File: src/include/cpu_sysreg_regs.svh
// system register numbers, field positions, reset values and widths
// assumes inclusion by bare name from design files
`ifndef CPU_SYSREG_REGS_SVH
`define CPU_SYSREG_REGS_SVH

`define SR_NMI_PC 5'h02
`define SR_NMI_PSW 5'h03
`define SR_CAUSE 5'h04
`define SR_PSW 5'h05
`define SR_TC_PC 5'h10
`define SR_TC_PSW 5'h11
`define SR_TRAP_PC 5'h12
`define SR_TRAP_PSW 5'h13
`define SR_TC_BASE 5'h14

`define PSW_NP 7
`define PSW_EP 6
`define PSW_ID 5
`define PSW_SAT 4
`define PSW_CY 3
`define PSW_OV 2
`define PSW_S 1
`define PSW_Z 0

`define PSW_W 8
`define PC_W 26
`define PSW_RESET 8'h20
`define RESET_ENTRY 26'h0000000
`define SAT_POS_MAX 32'h7fffffff
`define SAT_NEG_MAX 32'h80000000

`endif

File: src/include/cpu_sysreg_pkg.sv
// types shared by the system register logic
// assumes nothing beyond a SystemVerilog compiler
package cpu_sysreg_pkg;
  typedef enum logic [1:0] {
    ST_RUN = 2'b00,
    ST_TRAP = 2'b01
  } trap_state_t;
endpackage

File: src/rtl/cpu_status_save_restore.sv
// status word, save registers and trap window for the core
// assumes pipeline pulses are one cycle and mutually exclusive
`timescale 1ns/1ns
`include "cpu_sysreg_regs.svh"
// Notes on behaviour
// [RULE_01] nmi copies pc and status word into nmi save pair
// [RULE_02] nmi saved pc is address of the following instruction
// [RULE_03] nmi saved pc top six and saved status top 24 bits read zero
// [RULE_04] interrupt return restores pc and status from nmi save pair
// [RULE_05] cause register captures each code; loads never change it
// [RULE_06] status word loads take effect right after the instruction
// [RULE_07] with interrupts disabled, no acknowledge during a status load
// [RULE_08] status word bits 31 to 8 are zero
// [RULE_09] bit 7 set on nmi acknowledge, blocks nesting
// [RULE_10] bit 6 set on exception; interrupts still acknowledged
// [RULE_11] bit 5 refuses maskable interrupts when one
// [RULE_12] bit 4 sticky on saturation, cleared only by load
// [RULE_13] bits 3..0 carry, overflow, negative, zero
// [RULE_14] saturation clamps to positive or negative limit with flags
// [RULE_15] sticky set only with overflow; else result unchanged
// [RULE_16] table call saves next pc and status word
// [RULE_17] table call save pair high bits held zero
// [RULE_18] trap saves next pc and status word into trap pair
// [RULE_19] trap pair accessible only between trap and trap return
// [RULE_20] trap return restores pc and status from trap pair
// [RULE_21] table base bit 0 and bits 31 to 26 are zero
// [RULE_22] after reset execution starts at the reset entry address
module cpu_status_save_restore #(
  parameter int CAUSE_W = 32
) (
  input wire logic sys_clk,
  input wire logic reset_n,
  input wire logic [25:0] cur_pc,
  input wire logic [25:0] next_pc,
  input wire logic [15:0] cause_code,
  input wire logic nmi_req,
  input wire logic mask_req,
  input wire logic exception_take,
  input wire logic trap_take,
  input wire logic table_call_exec,
  input wire logic interrupt_return_exec,
  input wire logic trap_return_exec,
  input wire logic sysreg_load,
  input wire logic [4:0] sysreg_num,
  input wire logic [31:0] sysreg_wdata,
  input wire logic alu_flag_we,
  input wire logic [3:0] alu_flags,
  input wire logic sat_op,
  input wire logic [32:0] sat_sum,
  output logic [31:0] sysreg_rdata,
  output logic sysreg_err,
  output logic [31:0] sat_result_out,
  output logic nmi_ack,
  output logic mask_ack,
  output logic pc_load,
  output logic [25:0] pc_target,
  output logic [7:0] psw_out,
  output logic [25:0] table_base_out
);
  logic [7:0] psw_ff;
  logic [7:0] nxt_psw;
  logic [25:0] nmi_pc_ff;
  logic [7:0] nmi_psw_ff;
  logic [25:0] tc_pc_ff;
  logic [7:0] tc_psw_ff;
  logic [25:0] trap_pc_ff;
  logic [7:0] trap_psw_ff;
  logic [25:0] tc_base_ff;
  logic [CAUSE_W-1:0] cause_ff;
  cpu_sysreg_pkg::trap_state_t trap_st_ff;
  logic [31:0] rdata_ff;
  logic err_ff;
  logic [31:0] sat_res_ff;
  logic nmi_ack_ff;
  logic mask_ack_ff;
  logic pc_load_ff;
  logic [25:0] pc_target_ff;
  logic boot_ff;
  logic nmi_take;
  logic mask_take;
  logic [31:0] sat_result;
  logic sat_ov;
  logic sat_neg;
  logic sat_zero;
  logic trap_open;
  logic trap_num;
  logic load_ok;
  logic [31:0] rd_mux;

  // -----------------------------------------------------------------
  // helpers
  // -----------------------------------------------------------------
  irq_gate u_gate (
    .nmi_req(nmi_req),
    .mask_req(mask_req),
    .np_flag(psw_ff[`PSW_NP]),
    .id_flag(psw_ff[`PSW_ID]),
    .psw_load_busy(sysreg_load && sysreg_num == `SR_PSW &&
                   sysreg_wdata[`PSW_ID]),
    .nmi_take(nmi_take),
    .mask_take(mask_take)
  );

  sat_flag_calc u_sat (
    .sum_wide(sat_sum),
    .sat_result(sat_result),
    .sat_ov(sat_ov),
    .sat_neg(sat_neg),
    .sat_zero(sat_zero)
  );

  assign trap_open = (trap_st_ff == cpu_sysreg_pkg::ST_TRAP);
  assign trap_num = (sysreg_num == `SR_TRAP_PC) ||
                    (sysreg_num == `SR_TRAP_PSW);
  // trap pair writes outside the trap window are dropped and flagged
  assign load_ok = sysreg_load && (!trap_num || trap_open); // RULE_19

  // -----------------------------------------------------------------
  // status word
  // -----------------------------------------------------------------
  always_comb begin
    nxt_psw = psw_ff;
    if (alu_flag_we) begin
      nxt_psw[3:0] = alu_flags; // RULE_13
    end
    if (sat_op) begin
      nxt_psw[`PSW_OV] = sat_ov;
      nxt_psw[`PSW_S] = sat_neg;
      nxt_psw[`PSW_Z] = sat_zero;
      if (sat_ov) begin
        nxt_psw[`PSW_SAT] = 1'b1; // RULE_12 RULE_15
      end
    end
    if (load_ok && sysreg_num == `SR_PSW) begin
      nxt_psw = sysreg_wdata[7:0]; // RULE_06 RULE_08
    end
    if (interrupt_return_exec) begin
      nxt_psw = nmi_psw_ff; // RULE_04
    end
    if (trap_return_exec) begin
      nxt_psw = trap_psw_ff; // RULE_20
    end
    if (exception_take || trap_take) begin
      nxt_psw[`PSW_EP] = 1'b1; // RULE_10
      nxt_psw[`PSW_ID] = 1'b1;
    end
    if (nmi_take) begin
      nxt_psw[`PSW_NP] = 1'b1; // RULE_09
      nxt_psw[`PSW_ID] = 1'b1;
    end
  end

  always_ff @(posedge sys_clk or negedge reset_n) begin
    if (!reset_n) begin
      psw_ff <= `PSW_RESET;
    end else begin
      psw_ff <= nxt_psw;
    end
  end

  // -----------------------------------------------------------------
  // save registers
  // -----------------------------------------------------------------
  always_ff @(posedge sys_clk or negedge reset_n) begin
    if (!reset_n) begin
      nmi_pc_ff <= 26'h0000000;
      nmi_psw_ff <= 8'h00;
    end else if (nmi_take) begin
      nmi_pc_ff <= next_pc; // RULE_01 RULE_02
      nmi_psw_ff <= psw_ff; // RULE_01
    end else if (load_ok && sysreg_num == `SR_NMI_PC) begin
      nmi_pc_ff <= sysreg_wdata[25:0]; // RULE_03
    end else if (load_ok && sysreg_num == `SR_NMI_PSW) begin
      nmi_psw_ff <= sysreg_wdata[7:0]; // RULE_03
    end
  end

  always_ff @(posedge sys_clk or negedge reset_n) begin
    if (!reset_n) begin
      tc_pc_ff <= 26'h0000000;
      tc_psw_ff <= 8'h00;
    end else if (table_call_exec) begin
      tc_pc_ff <= next_pc; // RULE_16
      tc_psw_ff <= psw_ff; // RULE_16
    end else if (load_ok && sysreg_num == `SR_TC_PC) begin
      tc_pc_ff <= sysreg_wdata[25:0]; // RULE_17
    end else if (load_ok && sysreg_num == `SR_TC_PSW) begin
      tc_psw_ff <= sysreg_wdata[7:0]; // RULE_17
    end
  end

  always_ff @(posedge sys_clk or negedge reset_n) begin
    if (!reset_n) begin
      trap_pc_ff <= 26'h0000000;
      trap_psw_ff <= 8'h00;
    end else if (trap_take || exception_take) begin
      trap_pc_ff <= next_pc; // RULE_18
      trap_psw_ff <= psw_ff; // RULE_18
    end else if (load_ok && sysreg_num == `SR_TRAP_PC) begin
      trap_pc_ff <= sysreg_wdata[25:0]; // RULE_19
    end else if (load_ok && sysreg_num == `SR_TRAP_PSW) begin
      trap_psw_ff <= sysreg_wdata[7:0]; // RULE_19
    end
  end

  always_ff @(posedge sys_clk or negedge reset_n) begin
    if (!reset_n) begin
      tc_base_ff <= 26'h0000000;
    end else if (load_ok && sysreg_num == `SR_TC_BASE) begin
      tc_base_ff <= {sysreg_wdata[25:1], 1'b0}; // RULE_21
    end
  end

  // cause only follows events; no load path exists on purpose
  always_ff @(posedge sys_clk or negedge reset_n) begin
    if (!reset_n) begin
      cause_ff <= '0;
    end else if (nmi_take || mask_take || exception_take || trap_take) begin
      cause_ff <= CAUSE_W'(cause_code); // RULE_05
    end
  end

  // -----------------------------------------------------------------
  // trap window
  // -----------------------------------------------------------------
  always_ff @(posedge sys_clk or negedge reset_n) begin
    if (!reset_n) begin
      trap_st_ff <= cpu_sysreg_pkg::ST_RUN;
    end else begin
      case (trap_st_ff)
        cpu_sysreg_pkg::ST_RUN: begin
          if (trap_take) begin
            trap_st_ff <= cpu_sysreg_pkg::ST_TRAP; // RULE_19
          end
        end
        default: begin
          if (trap_return_exec) begin
            trap_st_ff <= cpu_sysreg_pkg::ST_RUN; // RULE_19
          end
        end
      endcase
    end
  end

  // -----------------------------------------------------------------
  // store path
  // -----------------------------------------------------------------
  always_comb begin
    rd_mux = 32'h00000000;
    if (sysreg_num == `SR_NMI_PC) begin
      rd_mux = {6'h00, nmi_pc_ff}; // RULE_03
    end else if (sysreg_num == `SR_NMI_PSW) begin
      rd_mux = {24'h000000, nmi_psw_ff}; // RULE_03
    end else if (sysreg_num == `SR_CAUSE) begin
      rd_mux = 32'(cause_ff);
    end else if (sysreg_num == `SR_PSW) begin
      rd_mux = {24'h000000, psw_ff}; // RULE_08
    end else if (sysreg_num == `SR_TC_PC) begin
      rd_mux = {6'h00, tc_pc_ff}; // RULE_17
    end else if (sysreg_num == `SR_TC_PSW) begin
      rd_mux = {24'h000000, tc_psw_ff};
    end else if (sysreg_num == `SR_TRAP_PC && trap_open) begin
      rd_mux = {6'h00, trap_pc_ff}; // RULE_19
    end else if (sysreg_num == `SR_TRAP_PSW && trap_open) begin
      rd_mux = {24'h000000, trap_psw_ff}; // RULE_19
    end else if (sysreg_num == `SR_TC_BASE) begin
      rd_mux = {6'h00, tc_base_ff}; // RULE_21
    end
  end

  always_ff @(posedge sys_clk or negedge reset_n) begin
    if (!reset_n) begin
      rdata_ff <= 32'h00000000;
      err_ff <= 1'b0;
    end else begin
      rdata_ff <= rd_mux;
      err_ff <= sysreg_load && (!load_ok || sysreg_num == `SR_CAUSE);
    end
  end

  // -----------------------------------------------------------------
  // acknowledges, redirects and result
  // -----------------------------------------------------------------
  always_ff @(posedge sys_clk or negedge reset_n) begin
    if (!reset_n) begin
      nmi_ack_ff <= 1'b0;
      mask_ack_ff <= 1'b0;
      sat_res_ff <= 32'h00000000;
    end else begin
      nmi_ack_ff <= nmi_take;
      mask_ack_ff <= mask_take && !nmi_take; // RULE_07 RULE_11
      sat_res_ff <= sat_result; // RULE_14
    end
  end

  // boot_ff makes the very first cycle after release a redirect
  always_ff @(posedge sys_clk or negedge reset_n) begin
    if (!reset_n) begin
      boot_ff <= 1'b1;
      pc_load_ff <= 1'b0;
      pc_target_ff <= `RESET_ENTRY;
    end else begin
      boot_ff <= 1'b0;
      pc_load_ff <= boot_ff || interrupt_return_exec || trap_return_exec;
      if (boot_ff) begin
        pc_target_ff <= `RESET_ENTRY; // RULE_22
      end else if (interrupt_return_exec) begin
        pc_target_ff <= {nmi_pc_ff[25:1], 1'b0}; // RULE_04
      end else if (trap_return_exec) begin
        pc_target_ff <= {trap_pc_ff[25:1], 1'b0}; // RULE_20
      end
    end
  end

  assign sysreg_rdata = rdata_ff;
  assign sysreg_err = err_ff;
  assign sat_result_out = sat_res_ff;
  assign nmi_ack = nmi_ack_ff;
  assign mask_ack = mask_ack_ff;
  assign pc_load = pc_load_ff;
  assign pc_target = pc_target_ff;
  assign psw_out = psw_ff;
  assign table_base_out = tc_base_ff;

  // -----------------------------------------------------------------
  // checks
  // -----------------------------------------------------------------
  a_nmi_save_pc: assert property (@(posedge sys_clk) // RULE_02
    disable iff (!reset_n) nmi_take |=> nmi_pc_ff == $past(next_pc))
    else $error("nmi saved pc wrong");
  a_nmi_save_psw: assert property (@(posedge sys_clk) // RULE_01
    disable iff (!reset_n) nmi_take |=> nmi_psw_ff == $past(psw_ff) &&
    psw_ff[7]) else $error("nmi save or np flag wrong");
  a_nmi_blocks: assert property (@(posedge sys_clk) // RULE_09
    disable iff (!reset_n) psw_ff[7] |=> !nmi_ack_ff && !mask_ack_ff)
    else $error("ack while nmi in service");
  a_id_refuses: assert property (@(posedge sys_clk) // RULE_11
    disable iff (!reset_n) psw_ff[5] |=> !mask_ack_ff)
    else $error("maskable ack while disabled");
  a_sat_sticky: assert property (@(posedge sys_clk) // RULE_12
    disable iff (!reset_n) psw_ff[4] && !interrupt_return_exec &&
    !(sysreg_load && sysreg_num == `SR_PSW) && !trap_return_exec
    |=> psw_ff[4]) else $error("sticky bit lost");
  a_sat_clamp: assert property (@(posedge sys_clk) // RULE_14
    disable iff (!reset_n) sat_op && sat_ov && !sat_sum[32]
    |=> sat_res_ff == 32'h7fffffff && !psw_ff[1] && psw_ff[2])
    else $error("positive clamp wrong");
  a_cause_ro: assert property (@(posedge sys_clk) // RULE_05
    disable iff (!reset_n) sysreg_load && !exception_take &&
    !(nmi_take || mask_take || trap_take) |=> $stable(cause_ff))
    else $error("cause register changed by load");
  a_trap_window: assert property (@(posedge sys_clk) // RULE_19
    disable iff (!reset_n) !trap_open && !trap_take && !exception_take
    && sysreg_load && trap_num |=> $stable(trap_pc_ff) &&
    $stable(trap_psw_ff) && err_ff) else $error("trap pair touched");
  a_interrupt_return_restore: assert property (@(posedge sys_clk) // RULE_04
    disable iff (!reset_n) interrupt_return_exec && !nmi_take &&
    !exception_take && !trap_take |=> pc_load_ff &&
    psw_ff == $past(nmi_psw_ff)) else $error("interrupt return wrong");
  a_trap_restore: assert property (@(posedge sys_clk) // RULE_20
    disable iff (!reset_n) trap_return_exec && !interrupt_return_exec &&
    !nmi_take && !exception_take && !trap_take |=> pc_load_ff &&
    pc_target_ff == {$past(trap_pc_ff[25:1]), 1'b0})
    else $error("trap return restore wrong");
  a_base_even: assert property (@(posedge sys_clk) // RULE_21
    disable iff (!reset_n) !tc_base_ff[0]) else $error("table base odd");
  a_call_save: assert property (@(posedge sys_clk) // RULE_16
    disable iff (!reset_n) table_call_exec |=> tc_pc_ff == $past(next_pc)
    && tc_psw_ff == $past(psw_ff))
    else $error("table call save wrong");
endmodule

File: src/rtl/irq_gate.sv
// interrupt acceptance gating from status flags
// assumes requests are levels held by the interrupt controller
`timescale 1ns/1ns
module irq_gate (
  input wire logic nmi_req,
  input wire logic mask_req,
  input wire logic np_flag,
  input wire logic id_flag,
  input wire logic psw_load_busy,
  output logic nmi_take,
  output logic mask_take
);
  // -----------------------------------------------------------------
  // gating
  // -----------------------------------------------------------------
  always_comb begin
    // the exception flag PSW_EP deliberately plays no part here
    nmi_take = nmi_req && !np_flag; // RULE_09 RULE_10
    // a status load that sets the disable bit refuses maskable acks while it runs
    mask_take = mask_req && !np_flag && !id_flag && // RULE_11
                !psw_load_busy; // RULE_07
  end
endmodule

File: src/rtl/sat_flag_calc.sv
// saturation clamp and flag computation for saturating instructions
// assumes sum_wide is the exact 33-bit signed result of the operation
`timescale 1ns/1ns
`include "cpu_sysreg_regs.svh"
module sat_flag_calc (
  input wire logic [32:0] sum_wide,
  output logic [31:0] sat_result,
  output logic sat_ov,
  output logic sat_neg,
  output logic sat_zero
);
  logic pos_over;
  logic neg_over;
  // -----------------------------------------------------------------
  // clamp
  // -----------------------------------------------------------------
  always_comb begin
    pos_over = !sum_wide[32] && sum_wide[31];
    neg_over = sum_wide[32] && !sum_wide[31];
    sat_ov = pos_over || neg_over;
    if (pos_over) begin
      sat_result = `SAT_POS_MAX; // RULE_14
      sat_neg = 1'b0;
    end else if (neg_over) begin
      sat_result = `SAT_NEG_MAX; // RULE_14
      sat_neg = 1'b1;
    end else begin
      sat_result = sum_wide[31:0]; // RULE_15
      sat_neg = sum_wide[31];
    end
    sat_zero = (sat_result == 32'h00000000);
  end
endmodule

File: config.mk
export PLATFORM = sky130hd
export DESIGN_NAME = cpu_status_save_restore
export DESIGN_NICKNAME = d
export VERILOG_FILES = /design/src/include/cpu_sysreg_pkg.sv /design/src/rtl/cpu_status_save_restore.sv /design/src/rtl/irq_gate.sv /design/src/rtl/sat_flag_calc.sv
export VERILOG_INCLUDE_DIRS = /design/src /design/src/include
export SDC_FILE = /design/constraint.sdc
export NUM_CORES = 1
export LEC_CHECK = 0
export ABC_AREA = 1
export BUFFER_PORTS_ARGS = -buffer_cell sky130_fd_sc_hd__buf_2
export CAP_MARGIN = 20
export CORE_MARGIN = 3
export CORE_UTILIZATION = 45
export CTS_CLUSTER_SIZE = 40
export DETAILED_ROUTE_END_ITERATION = 10
export PLACE_DENSITY = 0.72
export SLEW_MARGIN = 20
export SYNTH_ARGS = -nofsm -noshare
export SYNTH_HDL_FRONTEND = slang
export SYNTH_HIERARCHICAL = 1
export SYNTH_SLANG_ARGS = --single-unit
File: constraint.sdc
create_clock -name sys_clk -period 1.6 [get_ports sys_clk]
set_input_delay 0.08 -clock sys_clk [delete_from_list [all_inputs] [get_ports sys_clk]]
set_output_delay 0.08 -clock sys_clk [all_outputs]
set_load 0.05 [all_outputs]
### Yosys cells after proc, flatten, opt, wreduce, memory -nomap -nowiden

Cells that the tools add are included.

* multiplexer cells: 44
* reductions and logical operators: 61
* eq/ne operators: 14

Operators by type and width (count)
* $mux 26: 18
* $mux 8: 12
* $mux 32: 2
* $logic_not 32->1: 1
* $eq 5x5->1 const B: 5
* $logic_and 1x1->1: 21
* $reduce_bool 4->1: 5
* $reduce_bool 2->1: 7
* $eq 5x2->1 const B: 2
* $eq 5x3->1 const B: 2
* $logic_or 1x1->1: 10
* $reduce_and 2->1: 5
* $reduce_bool 5->1: 2
* $logic_not 1->1: 8
* $mux 2: 4
* $ne 2x2->1 const B: 4
* $mux 1: 6
* $mux 4: 1
* $mux 3: 1
* $reduce_bool 3->1: 1
* $eq 2x1->1 const B: 1
* $logic_not 2->1: 1

* output and inout bits: 128
* word-level logic and storage cells: 142
* bits of input ports: 154
* register bits after elaboration: 248

### Logic depth before layout (Yosys ltp)

Gate-level depths: netlist (run 1).

* word-level depth: 11
* depth in mapped cells: 15
* depth with buffers taken out: 14

### Cells and area by module

Netlist (run 1), hierarchy kept.

Modules (own cells, without submodules)
* cpu_status_save_restore: cells each 1242, instances 1, area each 11026.8 sq um, seq. area each 6008.3 sq um
* sat_flag_calc: cells each 109, instances 1, area each 508.0 sq um, seq. area each 0.0 sq um
* irq_gate: cells each 8, instances 1, area each 30.0 sq um, seq. area each 0.0 sq um

### Worst setup path after synthesis (run 1)

Ideal clock, no wire load.

* kind: register -> register
* from: reg psw_ff[7], in the netlist psw_out[7]
* to: reg cause_ff[10]
* data required time: 1.475 ns
* period minus slack after synthesis: 1.950 ns
* data arrival time: 1.825 ns
* stages on the path, launching flop included: 7
* setup time: 0.125 ns
* buffers on the path: 2
* slack: -0.350 ns
* path through: dfrtp_1 nor2_1 buf_2 inv_1 nand3_1 buf_2 mux2_2

* elaborated cells between the ends (all ways): 8
* those cells by class: 8 x reduce/logical

RTL lines
* start: declaration: line cpu_status_save_restore.sv:60 `logic [7:0] psw_ff;`
* start signal: assignment: line cpu_status_save_restore.sv:155 `` psw_ff <= `PSW_RESET; ``
* start signal: assignment: line cpu_status_save_restore.sv:157 `psw_ff <= nxt_psw;`
* $logic_not 1->1: line irq_gate.sv:18 `nmi_take = nmi_req && !np_flag;`
* $logic_and 1x1->1: line irq_gate.sv:18
* net nmi_take: line cpu_status_save_restore.sv:79 `logic nmi_take;`
* $logic_or 1x1->1 (3 in a row): line cpu_status_save_restore.sv:218 `end else if (nmi_take || mask_take || exception_take || trap_take) begin`
* end signal: assignment: line cpu_status_save_restore.sv:219 `cause_ff <= CAUSE_W'(cause_code);`
* end: declaration: line cpu_status_save_restore.sv:69 `logic [CAUSE_W-1:0] cause_ff;`

The timed path passes the listed nets, and every way through them passes these cells.
A chain may end at the register's enable or synchronous reset.

### Worst setup path after layout (run 1)

* from: reg trap_st_ff[0]
* to: reg rdata_ff[14], in the netlist sysreg_rdata[14]

* word-level cells in the longest chain between the ends: 10
* elaborated cells between the ends (all ways): 11
* those cells by class: 1 x eq/ne; 8 x mux; 2 x reduce/logical

Ends and longest elaborated chain
* start: declaration: line cpu_status_save_restore.sv:70 `cpu_sysreg_pkg::trap_state_t trap_st_ff;`
* start signal: assignment: line cpu_status_save_restore.sv:228 `trap_st_ff <= cpu_sysreg_pkg::ST_RUN;`
* start signal: assignment: line cpu_status_save_restore.sv:233 `trap_st_ff <= cpu_sysreg_pkg::ST_TRAP;`
* start signal: assignment: line cpu_status_save_restore.sv:238 `trap_st_ff <= cpu_sysreg_pkg::ST_RUN;`
* $eq 2x1->1 *: line cpu_status_save_restore.sv:112 `assign trap_open = (trap_st_ff == cpu_sysreg_pkg::ST_TRAP);`
* $logic_and 1x1->1: line cpu_status_save_restore.sv:264 `` end else if (sysreg_num == `SR_TRAP_PSW && trap_open) begin ``
* $mux 26: line cpu_status_save_restore.sv:264
* $mux 26 *: line cpu_status_save_restore.sv:262 `` end else if (sysreg_num == `SR_TRAP_PC && trap_open) begin ``
* $mux 26 *: line cpu_status_save_restore.sv:260 `` end else if (sysreg_num == `SR_TC_PSW) begin ``
* $mux 26 *: line cpu_status_save_restore.sv:258 `` end else if (sysreg_num == `SR_TC_PC) begin ``
* $mux 26 *: line cpu_status_save_restore.sv:256 `` end else if (sysreg_num == `SR_PSW) begin ``
* $mux 26 *: line cpu_status_save_restore.sv:254 `` end else if (sysreg_num == `SR_CAUSE) begin ``
* $mux 26 *: line cpu_status_save_restore.sv:252 `` end else if (sysreg_num == `SR_NMI_PSW) begin ``
* $mux 26 *: line cpu_status_save_restore.sv:250 `` if (sysreg_num == `SR_NMI_PC) begin ``
* net rd_mux[14]: line cpu_status_save_restore.sv:88 `logic [31:0] rd_mux;`
* end signal: assignment: line cpu_status_save_restore.sv:276 `rdata_ff <= rd_mux;`
* end: declaration: line cpu_status_save_restore.sv:71 `logic [31:0] rdata_ff;`

The timed path passes the listed nets; every way through them passes the cells marked *.

==> summary.txt, run 1 <==
Routing
  • Drt first-iter violations: 1184
  • Routed wire length: 39350 um
  • Number of remaining DRC errors: 0
  • Vias: 11393
  • Routed Antenna Nets: 0
  • Drt wl/cell: 18.63 um
  • First-pass iteration count of the detailed router: 7
  • Vias per cell: 5.394

Clocking
  • Clock-pin slew of the registers on the worst-case setup and hold paths: 60 ps
  • H-tree Lvls: 1
  • CTS Buf Count: 27
  • Clk_lat worst skew: 540 ps
  • CTS tree: done
  • Clock Path Buffers: 3
  • # clock sinks: 240
  • Root Buffer: clkbuf_16

Critical path
  • CP Max Fanout: 18
  • Buffers & Inverters on Critical Path: 3
  • Worst R2R Start: trap_st_ff[0]
  • Top delay family on crit path: buffers and inverters
  • Crit path top cell by count: nand2_1
  • Crit path launch: trap_st_ff[0]
  • CP endpoint kind: register
  • CP max stage delay: 370 ps
  • CP arrival: 1980 ps
  • Slowest cell on crit path: dfrtp_1
  • Worst path required time: 2020 ps
  • Setup crit start kind: register
  • Crit path cell chain: buf_4, nand3_4, inv_2, buf_12, nand2_1, o211ai_1, a21oi_1, nand2_1
  • Crit path kind: register to register

Logic synthesis
  • Commonest cells post-synth: nand2_1, dfrtp_1, nor2_1
  • Top cell type by total area after synthesis: dfrtp_1
  • Largest cells by area after synthesis: dfrtp_1, nand2_1, nand3_1, nor2_1, inv_1
  • Post-synthesis sequential area ratio: 51.95%
  • Yosys top cell area share: 51.50%
  • Yosys warns: 6
  • Gate Count Post-Synth: 1359
  • Post-synth ARST share: 100.0%
  • Post-synth EDFFs: 0
  • Register bit total from synthesis: 240
  • Most used DFF post-synth: dfrtp_1
  • Post-synth design cell area: 0.01156 mm2
  • Post-synthesis average cell area: 8.510 um2
  • Most common cell in the netlist: nand2_1
  • Synth cell types: 42

Timing
  • Max-slew violations: 0
  • Setup-failing EPs final: 0
  • Tmin final: 1557 ps
  • Hold Fails Final Rpt: 0
  • Final clock skew: 11.61 ps
  • Final worst-path cycle share: 97.29%
  • Hold_ws: 22.06 ps
  • Max Fclk: 642.4 MHz
  • RSZ-0062 raised after global routing: yes

Place
  • PortBufs: 241
  • Routability cong.: 0.9290
  • HPWL Detailed: 26030 um

Power
  • Power density over the cells: 1217 mW/mm2
  • Lkg Pwr: 7.957 nW
  • Peak supply drop: 1.139 mV

Global routing
  • First-pass GRT wire length: 61860 um
  • Vias in the first global route: 11539
  • Initial antenna violation count: 2
  • Largest net degree at the start of global routing: 59
  • Total global routing overflow: 0
  • GR Util All Layers: 27.73%

Finish
  • Fin util: 62.87%
  • Multi-input gate area: 0.004771 mm2
  • Layout Nets: 1918
  • Layout cells sized above 1: 28.71%
  • Fill cells: 2089
  • P&R area growth vs syn: 37.29%
  • Register area: 0.006010 mm2

Floorplanning
  • Core area: 0.02525 mm2
  • Initial Util: 45.79%
  • Die span in x: 166.3 um
  • Die ar.: 0.02766 mm2
  • Row count: 58
  • Die Y: 166.3 um
  • IO Pins: 282

Min path
  • Worst Hold Class: input port to register
  • Hold_sp: mask_req

Run
  • Total of max-cap violations: 0

Outcome
  • Status: finished clean
stage by stage:
step	power (W)	setup TNS (ps)	setup WS, ps	instance area, um2	instances
6_report	0.01932	0	43.40	15880	2112
5_1_grt	0.02016	-51.38	-18.45	15880	2112
4_1_cts	0.01930	0	17.83	15830	2109
3_5_place_dp	0.01250	-1015	-147.3	13800	1952
3_3_place_gp	0.01240	-182.4	-114.8	13800	1952
2_1_floorplan	0.01082	-400.9	-66.81	11620	1367
placed cells by master, fill, tap and decap left out, drive strengths merged, types with 2 or more instances in the layout:
cell type / n
nand2: 419
buf: 331
dfrtp: 238
o21ai: 137
inv: 115
nor2: 111
dlygate4sd3: 106
nand3: 80
a21oi: 59
o211ai: 45
clkbuf: 35
o31ai: 19
nand4: 12
clkinv: 12
o2111ai: 10
mux2: 9
conb: 9
o221ai: 7
or2: 6
bufinv: 4
ha: 4
mux2i: 3
o22ai: 3
diode: 2
dfstp: 2
nor3: 2
sequential cells by signal, summed over array words and instances, names as in the netlist, 8 cells and up:
| name | flops |
|---|---|
| sat_result_out | 32 |
| nmi_pc_ff | 26 |
| sysreg_rdata | 26 |
| tc_pc_ff | 26 |
| trap_pc_ff | 26 |
| pc_target | 25 |
| table_base_out | 25 |
| cause_ff | 16 |
| nmi_psw_ff | 8 |
| psw_out | 8 |
| tc_psw_ff | 8 |
| trap_psw_ff | 8 |
worst paths after layout:
path | to | slack, ps | depth (start not counted)
hold reg to reg | tc_pc_ff[2] | 480 | 2
hold / removal | mask_ack | 20 | 6
min in group asynchronous | pc_target[16] | 50 | 2
setup reg to reg | sysreg_rdata[14] | 40 | 8
setup / recovery | sysreg_rdata[14] | 40 | 8
max in group asynchronous | sysreg_rdata[1] | 910 | 3
cells by family after synthesis:
| family | count (synthesis) | share of synthesized area (%) |
|---|---|---|
| muxes | 12 | 1.136 |
| DFF | 240 | 51.95 |
| adders and majority gates | 4 | 0.4328 |
| and+or+nand+nor | 631 | 23.30 |
| AOI/OAI and AO/OA | 280 | 15.77 |
| buffers and inverters | 191 | 7.368 |
| other | 1 | 0.03243 |
worst min-delay path: cells and delay by family:
kind | cells | cell delay [ps]
buf+inv | 3 | 290
simple gates | 3 | 140
per-layer routing:
| layer | global-route usage (%) | wire, um |
|---|---|---|
| met5 | 0 | 0 |
| met4 | 11.76 | 1744 |
| met3 | 4.547 | 3487 |
| met2 | 46.60 | 18850 |
| met1 | 35.81 | 15270 |
area by class of cell:
cell class              count  area share [%]
multi-input cells         936           30.05
inverters                 116           2.790
repair buffers            439           20.73
flip-flops and latches    240           37.85
clock inverters            16           1.237
clock buffers              33           4.712
diodes                      2         0.03152
well taps                 330           2.600
where the power goes:
| part | total [W] | switching, W | internal (W) |
|---|---|---|---|
| clock | 0.00656 | 0.00259 | 0.00398 |
| combinational | 0.00489 | 0.00332 | 0.00157 |
| sequential | 0.00787 | 0.000771 | 0.00709 |
timing repair:
action                                  in CTS  in global routing
gates resized for setup                      1                  9
cloned                                       0                  1
pin swaps                                    1                  3
endpoints found under the hold margin      394                  0
setup buffers                                2                  0
hold buffers                               106                  0
endpoints found under the setup margin      21                 32
(Power assumes the default switching activity.)
==> inputs of run 2 (changes only) <==
SYNTH_HIERARCHICAL = default   (was 1)
==> summary.txt, run 2 <==
Run
  • Total of max-cap violations: 0 (unchanged)

Critical path
  • CP max stage delay: 410 ps (was 370 ps)
  • CP arrival: 2000 ps (was 1980 ps)
  • Crit path kind: register to register (unchanged)
  • Crit path cell chain: inv_2, nand4_2, nand2_2, inv_4, nand2_4, nand2_2, inv_4, clkbuf_16, nand2_1, o211ai_1 (was buf_4, nand3_4, inv_2, buf_12, nand2_1, o211ai_1, a21oi_1, nand2_1)
  • Slowest cell on crit path: dfrtp_1 (unchanged)
  • Buffers & Inverters on Critical Path: 4 (was 3)
  • Top delay family on crit path: buffers and inverters (unchanged)
  • CP endpoint kind: register (unchanged)
  • Worst path required time: 2050 ps (was 2020 ps)
  • Setup crit start kind: register (unchanged)
  • CP Max Fanout: 12 (was 18)

Power
  • Peak supply drop: 0.7428 mV (was 1.139 mV)
  • Power density over the cells: 1193 mW/mm2 (was 1217 mW/mm2)
  • Lkg Pwr: 7.752 nW (was 7.957 nW)

Routing
  • Vias: 11410 (was 11393)
  • Routed wire length: 40870 um (was 39350 um)
  • Drt first-iter violations: 1363 (was 1184)
  • Number of remaining DRC errors: 0 (unchanged)
  • Drt wl/cell: 19.85 um (was 18.63 um)
  • First-pass iteration count of the detailed router: 5 (was 7)
  • Vias per cell: 5.542 (was 5.394)
  • Routed Antenna Nets: 0 (unchanged)

Floorplanning
  • Die Y: 165.4 um (was 166.3 um)
  • Die ar.: 0.02735 mm2 (was 0.02766 mm2)
  • IO Pins: 282 (unchanged)
  • Initial Util: 46.45% (was 45.79%)
  • Row count: 57 (was 58)
  • Core area: 0.02460 mm2 (was 0.02525 mm2)
  • Die span in x: 165.4 um (was 166.3 um)

Logic synthesis
  • Post-synth ARST share: 100.0% (unchanged)
  • Post-synth EDFFs: 0 (unchanged)
  • Synth cell types: 43 (was 42)
  • Yosys warns: 0 (was 6)
  • Commonest cells post-synth: nand2_1, dfrtp_1, nor2_1 (unchanged)
  • Post-synthesis average cell area: 8.541 um2 (was 8.510 um2)
  • Post-synthesis sequential area ratio: 52.57% (was 51.95%)
  • Most common cell in the netlist: nand2_1 (unchanged)
  • Post-synth design cell area: 0.01143 mm2 (was 0.01156 mm2)
  • Register bit total from synthesis: 240 (unchanged)
  • Yosys top cell area share: 52.11% (was 51.50%)
  • Top cell type by total area after synthesis: dfrtp_1 (unchanged)
  • Largest cells by area after synthesis: dfrtp_1, nand2_1, nand3_1, nor2_1, o211ai_1 (was dfrtp_1, nand2_1, nand3_1, nor2_1, inv_1)
  • Gate Count Post-Synth: 1338 (was 1359)
  • Most used DFF post-synth: dfrtp_1 (unchanged)

Finish
  • Layout Nets: 1870 (was 1918)
  • Most frequent cells in the layout: nand2_1, buf_2, dfrtp_1 (unchanged)
  • Largest register FFs: 32 (unchanged)
  • Fin util: 62.56% (was 62.87%)
  • Non-filler cells, final: 2059 (was 2112)
  • P&R area growth vs syn: 34.69% (was 37.29%)
  • Leading cell type in the layout, fill and taps excluded: nand2_1 (unchanged)
  • Layout cells sized above 1: 25.16% (was 28.71%)

Clocking
  • CTS Buf Count: 27 (unchanged)
  • H-tree Lvls: 1 (unchanged)
  • Clock-pin slew of the registers on the worst-case setup and hold paths: 70 ps (was 60 ps)
  • Clk_lat worst skew: 540 ps (about the same)
  • # clock sinks: 240 (unchanged)
  • CTS tree: done (unchanged)
  • Root Buffer: clkbuf_16 (unchanged)
  • Clock Path Buffers: 3 (unchanged)

Min path
  • Worst Hold Class: input port to register (unchanged)

Global routing
  • First-pass GRT wire length: 62350 um (was 61860 um)
  • Initial antenna violation count: 2 (unchanged)
  • Vias in the first global route: 11182 (was 11539)
  • Total global routing overflow: 0 (unchanged)
  • Largest net degree at the start of global routing: 62 (was 59)
  • GR Util All Layers: 29.51% (was 27.73%)

Place
  • Routability cong.: 0.9464 (was 0.9290)
  • Cells after DPL: 1891 (was 1952)
  • HPWL Detailed: 26720 um (was 26030 um)
  • PortBufs: 241 (unchanged)

Timing
  • Setup-failing EPs final: 0 (unchanged)
  • Max_slew headroom: 59.36%
  • Max-slew violations: 0 (unchanged)
  • Final clock skew: 17.28 ps (was 11.61 ps)
  • RSZ-0062 raised after global routing: yes (unchanged)
  • Final worst-path cycle share: 97.33% (was 97.29%)
  • Tmin final: 1557 ps (about the same)
  • Slew at the pin closest to its max-slew limit: 608.2 ps
  • Hold Fails Final Rpt: 0 (unchanged)
  • Max Fclk: 642.1 MHz (was 642.4 MHz)

Outcome
  • Status: finished clean (unchanged)
## run 2: changes by cell type after synthesis, sizes merged, moves of 4 or more
cell	delta
nand4	+13
mux2	-9
o2111ai	-10
buf	+5
nand2	+71
o21ai	-73
inv	-18
o211ai	+12
o221ai	+14
a21oi	-21
nor2	-6
clkbuf	-5
nand3	+4
o31ai	+5
## run 2: cells by family (layout without fill, tap and decap cells)
kind of cell	after synthesis	count (layout)	synth area share, %
AOI/OAI and AO/OA	210	211	12.97
other	1	11	0.03281
and+or+nand+nor	710	710	26.72
DFF	240	240	52.57
buffers and inverters	174	560	7.368
adders and majority gates	3	3	0.3285
## run 2: per-layer routing
layer,vias up,wire (um),global-route usage [%]
met3,135,4529,7.034
met2,671,18700,45.92
met5,-,0,0
li1,5129,-,-
met1,5475,16040,39.77
met4,0,1603,12.29
## run 2: tightest hold or removal path, delay by kind of cell
family | cells | cell delay (ps)
AND/OR/NAND/NOR | 2 | 150
buffers and inverters | 2 | 290
## run 2: power breakdown
group	internal, W	switching [W]
Sequential	0.00694	0.000649
Clock	0.00403	0.00253
Combinational	0.00126	0.00294
## run 2: final cells by class
type,instances,area (um2)
Fill cell,2011,9211
Sequential cell,240,6008
Multi-Input combinational cell,933,4663
Timing Repair Buffer,412,2979
Clock buffer,35,735.7
Tap cell,324,405.4
Inverter,99,397.9
Clock inverter,14,198.9
Antenna cell,2,5.005
## run 2: repair_timing
action	4_1_cts	5_1_grt
gates resized for setup	4	19
endpoints found under the hold margin	419	0
hold buffers	113	0
buffers inserted	0	1
setup endpoints to repair	28	83
cloned	1	2
pin swaps	1	0
## run 2: through the flow
| step | TNS [ps] | setup slack [ps] | instance area [um2] | total power, W | hold WS, ps |
|---|---|---|---|---|---|
| finish | 0 | 42.69 | 15390 | 0.01836 | 35.68 |
| global route | -61.78 | -40.19 | 15390 | 0.01908 | 47.80 |
| CTS | 0 | 6.849 | 15290 | 0.01829 | 23.72 |
| detailed placement | -56.08 | -19.47 | 13200 | 0.01151 | -49.34 |
| global placement | 0 | 18.67 | 13200 | 0.01142 | -48.17 |
| floorplan | 0 | 198.2 | 11460 | 0.01015 | -215.6 |
## run 2: final timing paths
| check | slack [ps] | depth (start not counted) | end | startpoint |
|---|---|---|---|---|
| min in group asynchronous | 160 | 3 | pc_target[3] | reset_n |
| max reg2reg | 40 | 10 | tc_pc_ff[19] | trap_st_ff[0] |
| min reg2reg | 490 | 2 | tc_pc_ff[7] | tc_pc_ff[7] |
| max | 40 | 10 | tc_pc_ff[19] | trap_st_ff[0] |
| max in group asynchronous | 950 | 3 | pc_target[7] | reset_n |
| min | 40 | 4 | mask_ack | mask_req |
==> inputs of run 3 (changes only) <==
CORE_MARGIN = 1   (was 3)
SETUP_SLACK_MARGIN = 0.05   (was default)
==> summary.txt, run 3 (synthesized netlist as in run 2, its figures left out) <==
Timing
  • Final worst-path cycle share: 99.74% (was 97.33%)
  • Hold Fails Final Rpt: 0 (unchanged)
  • Final clock skew: 16.61 ps (was 17.28 ps)
  • Tmin final: 1596 ps (was 1557 ps)
  • Max Fclk: 626.6 MHz (was 642.1 MHz)
  • Final setup TNS: 0 ps (unchanged)
  • Setup ws final: 4.138 ps (was 42.69 ps)
  • Slew at the pin closest to its max-slew limit: 606.0 ps (was 608.2 ps)
  • Max_slew headroom: 59.51% (was 59.36%)
  • Hold_ws: 16.09 ps (was 35.68 ps)
  • Setup-failing EPs final: 0 (unchanged)
  • RSZ-0062 raised after global routing: yes (unchanged)
  • Max-slew violations: 0 (unchanged)

Critical path
  • Worst path required time: 1980 ps (was 2050 ps)
  • CP arrival: 1970 ps (was 2000 ps)
  • Critical R2R Capture: nmi_psw_ff[5] (was tc_pc_ff[19])
  • Worst R2R Start: trap_st_ff[0] (unchanged)
  • Slowest cell on crit path: dfrtp_1 (unchanged)
  • Register-to-register setup slack: 4 ps (was 40 ps)
  • Crit path kind: register to register (unchanged)
  • Top delay family on crit path: simple AND/OR/NAND/NOR gates (was buffers and inverters)
  • CP Max Fanout: 7 (was 12)
  • CP endpoint kind: register (unchanged)
  • CP max stage delay: 410 ps (about the same)
  • FF-to-FF path depth: 9 (was 10)
  • Setup crit start kind: register (unchanged)
  • Buffers & Inverters on Critical Path: 3 (was 4)
  • Crit path cell chain: inv_2, nand4_4, nand2_4, nor2_4, inv_2, nand2_4, clkinvlp_4, nand2_1, o221ai_1 (was inv_2, nand4_2, nand2_2, inv_4, nand2_4, nand2_2, inv_4, clkbuf_16, nand2_1, o211ai_1)

Min path
  • Hold Path End: pc_load (was mask_ack)
  • Hold_sp: trap_return_exec (was mask_req)
  • WHS Path Cells: 4 (unchanged)
  • Worst Hold Class: input port to register (unchanged)

Routing
  • Number of remaining DRC errors: 0 (unchanged)
  • Drt wl/cell: 19.14 um (was 19.85 um)
  • Routed wire length: 39490 um (was 40870 um)
  • Vias: 11384 (was 11410)
  • First-pass iteration count of the detailed router: 5 (unchanged)
  • Drt first-iter violations: 1178 (was 1363)
  • Vias per cell: 5.518 (was 5.542)
  • Routed Antenna Nets: 0 (unchanged)

Clocking
  • Clock Path Buffers: 3 (unchanged)
  • CTS tree: done (unchanged)
  • Clk_lat worst skew: 530 ps (was 540 ps)
  • H-tree Lvls: 1 (unchanged)
  • # clock sinks: 240 (unchanged)
  • Root Buffer: clkbuf_16 (unchanged)
  • CTS Buf Count: 25 (was 27)
  • Clock-pin slew of the registers on the worst-case setup and hold paths: 70 ps (about the same)

Finish
  • Most frequent cells in the layout: nand2_1, buf_2, dfrtp_1 (unchanged)
  • Layout cells sized above 1: 25.63% (was 25.16%)
  • Fin util: 62.76% (was 62.56%)
  • P&R area growth vs syn: 35.12% (was 34.69%)
  • Final Cell Area: 0.01544 mm2 (was 0.01539 mm2)
  • Largest register FFs: 32 (unchanged)
  • Leading cell type in the layout, fill and taps excluded: nand2_1 (unchanged)
  • Layout Nets: 1876 (was 1870)

Floorplanning
  • Initial Util: 46.45% (unchanged)
  • Die ar.: 0.02604 mm2 (was 0.02735 mm2)
  • Die Y: 161.4 um (was 165.4 um)
  • IO Pins: 282 (unchanged)
  • Die span in x: 161.4 um (was 165.4 um)
  • Row count: 57 (unchanged)
  • Core area: 0.02460 mm2 (unchanged)

Power
  • Peak supply drop: 0.8818 mV (was 0.7428 mV)
  • Power density over the cells: 1142 mW/mm2 (was 1193 mW/mm2)
  • Lkg Pwr: 7.757 nW (was 7.752 nW)

Global routing
  • Initial antenna violation count: 1 (was 2)
  • First-pass GRT wire length: 60860 um (was 62350 um)
  • Vias in the first global route: 11186 (was 11182)
  • GR Util All Layers: 30.18% (was 29.51%)
  • Total global routing overflow: 0 (unchanged)
  • Largest net degree at the start of global routing: 55 (was 62)

Place
  • DP Worst Slack: -42.54 ps (was -19.47 ps)
  • HPWL Detailed: 26200 um (was 26720 um)
  • Routability cong.: 0.9581 (was 0.9464)
  • PortBufs: 241 (unchanged)
  • Placement Cell Area: 0.01328 mm2 (was 0.01320 mm2)

Run
  • Total of max-cap violations: 0 (unchanged)

Outcome
  • Status: finished clean (unchanged)
==> run 3: changes by cell type in the layout (fill, tap and decap cells not counted), sizes merged <==
cell      change
bufinv        -4
inv           -3
diode         +1
buf           +9
clkbuf        -1
clkinvlp      +2
==> run 3: repair_timing <==
| action | CTS | global route |
|---|---|---|
| hold buffers | 112 | 0 |
| gates resized for setup | 8 | 31 |
| endpoints found under the setup margin | 58 | 114 |
| hold endpoints to repair | 419 | 0 |
| cloned | 1 | 2 |
| buffers inserted | 0 | 4 |
| pin swaps | 1 | 9 |
==> run 3: layout make-up <==
type	count	area (um2)
antenna	3	7.507
clock buffer	35	723.2
clock inverter	9	72.57
fill	2032	9163
inverter	99	404.1
multi-input combinational	933	4730
sequential	240	6008
tap	324	405.4
timing repair buffer	420	3092
==> run 3: report_power, final <==
group          switching [W]  leakage (nW)  total [W]  internal (W)
sequential          0.000670          2.98    0.00761       0.00694
clock                0.00244         0.398    0.00574       0.00330
combinational        0.00295          4.38    0.00429       0.00134
==> run 3: how the worst max path moves through the flow <==
stage                        from         endpoint  slack, ps  cells past startpoint
floorplan              psw_out[7]    nmi_pc_ff[21]        200                      8
global placement    sysreg_num[1]  sysreg_rdata[3]         10                      9
detailed placement  trap_st_ff[0]    trap_pc_ff[6]        -40                      5
CTS                 trap_st_ff[0]     tc_pc_ff[10]         50                      8
global route        trap_st_ff[0]    nmi_psw_ff[5]        -80                      9
finish              trap_st_ff[0]    nmi_psw_ff[5]          4                      9
==> run 3: routing by layer <==
metal | track usage (%) | part of all wire, %
met5 | 0 | 0
met4 | 13.89 | 4.2
met3 | 6.446 | 11
met2 | 46.55 | 45
met1 | 40.81 | 40
==> run 3: worst register-to-register path: cells and delay by family (launching register included) <==
| kind | cells | cell delay (ps) |
|---|---|---|
| compound gates | 1 | 110 |
| flops | 1 | 410 |
| simple gates | 5 | 530 |
| buf+inv | 3 | 380 |
==> run 3: per-stage QoR <==
step / cells / power (W)
final: 2063 / 0.01763
after global placement: 1897 / 0.01148
after floorplan: 1346 / 0.01015
after detailed placement: 1897 / 0.01157
after global routing: 2061 / 0.01835
after CTS: 2054 / 0.01751
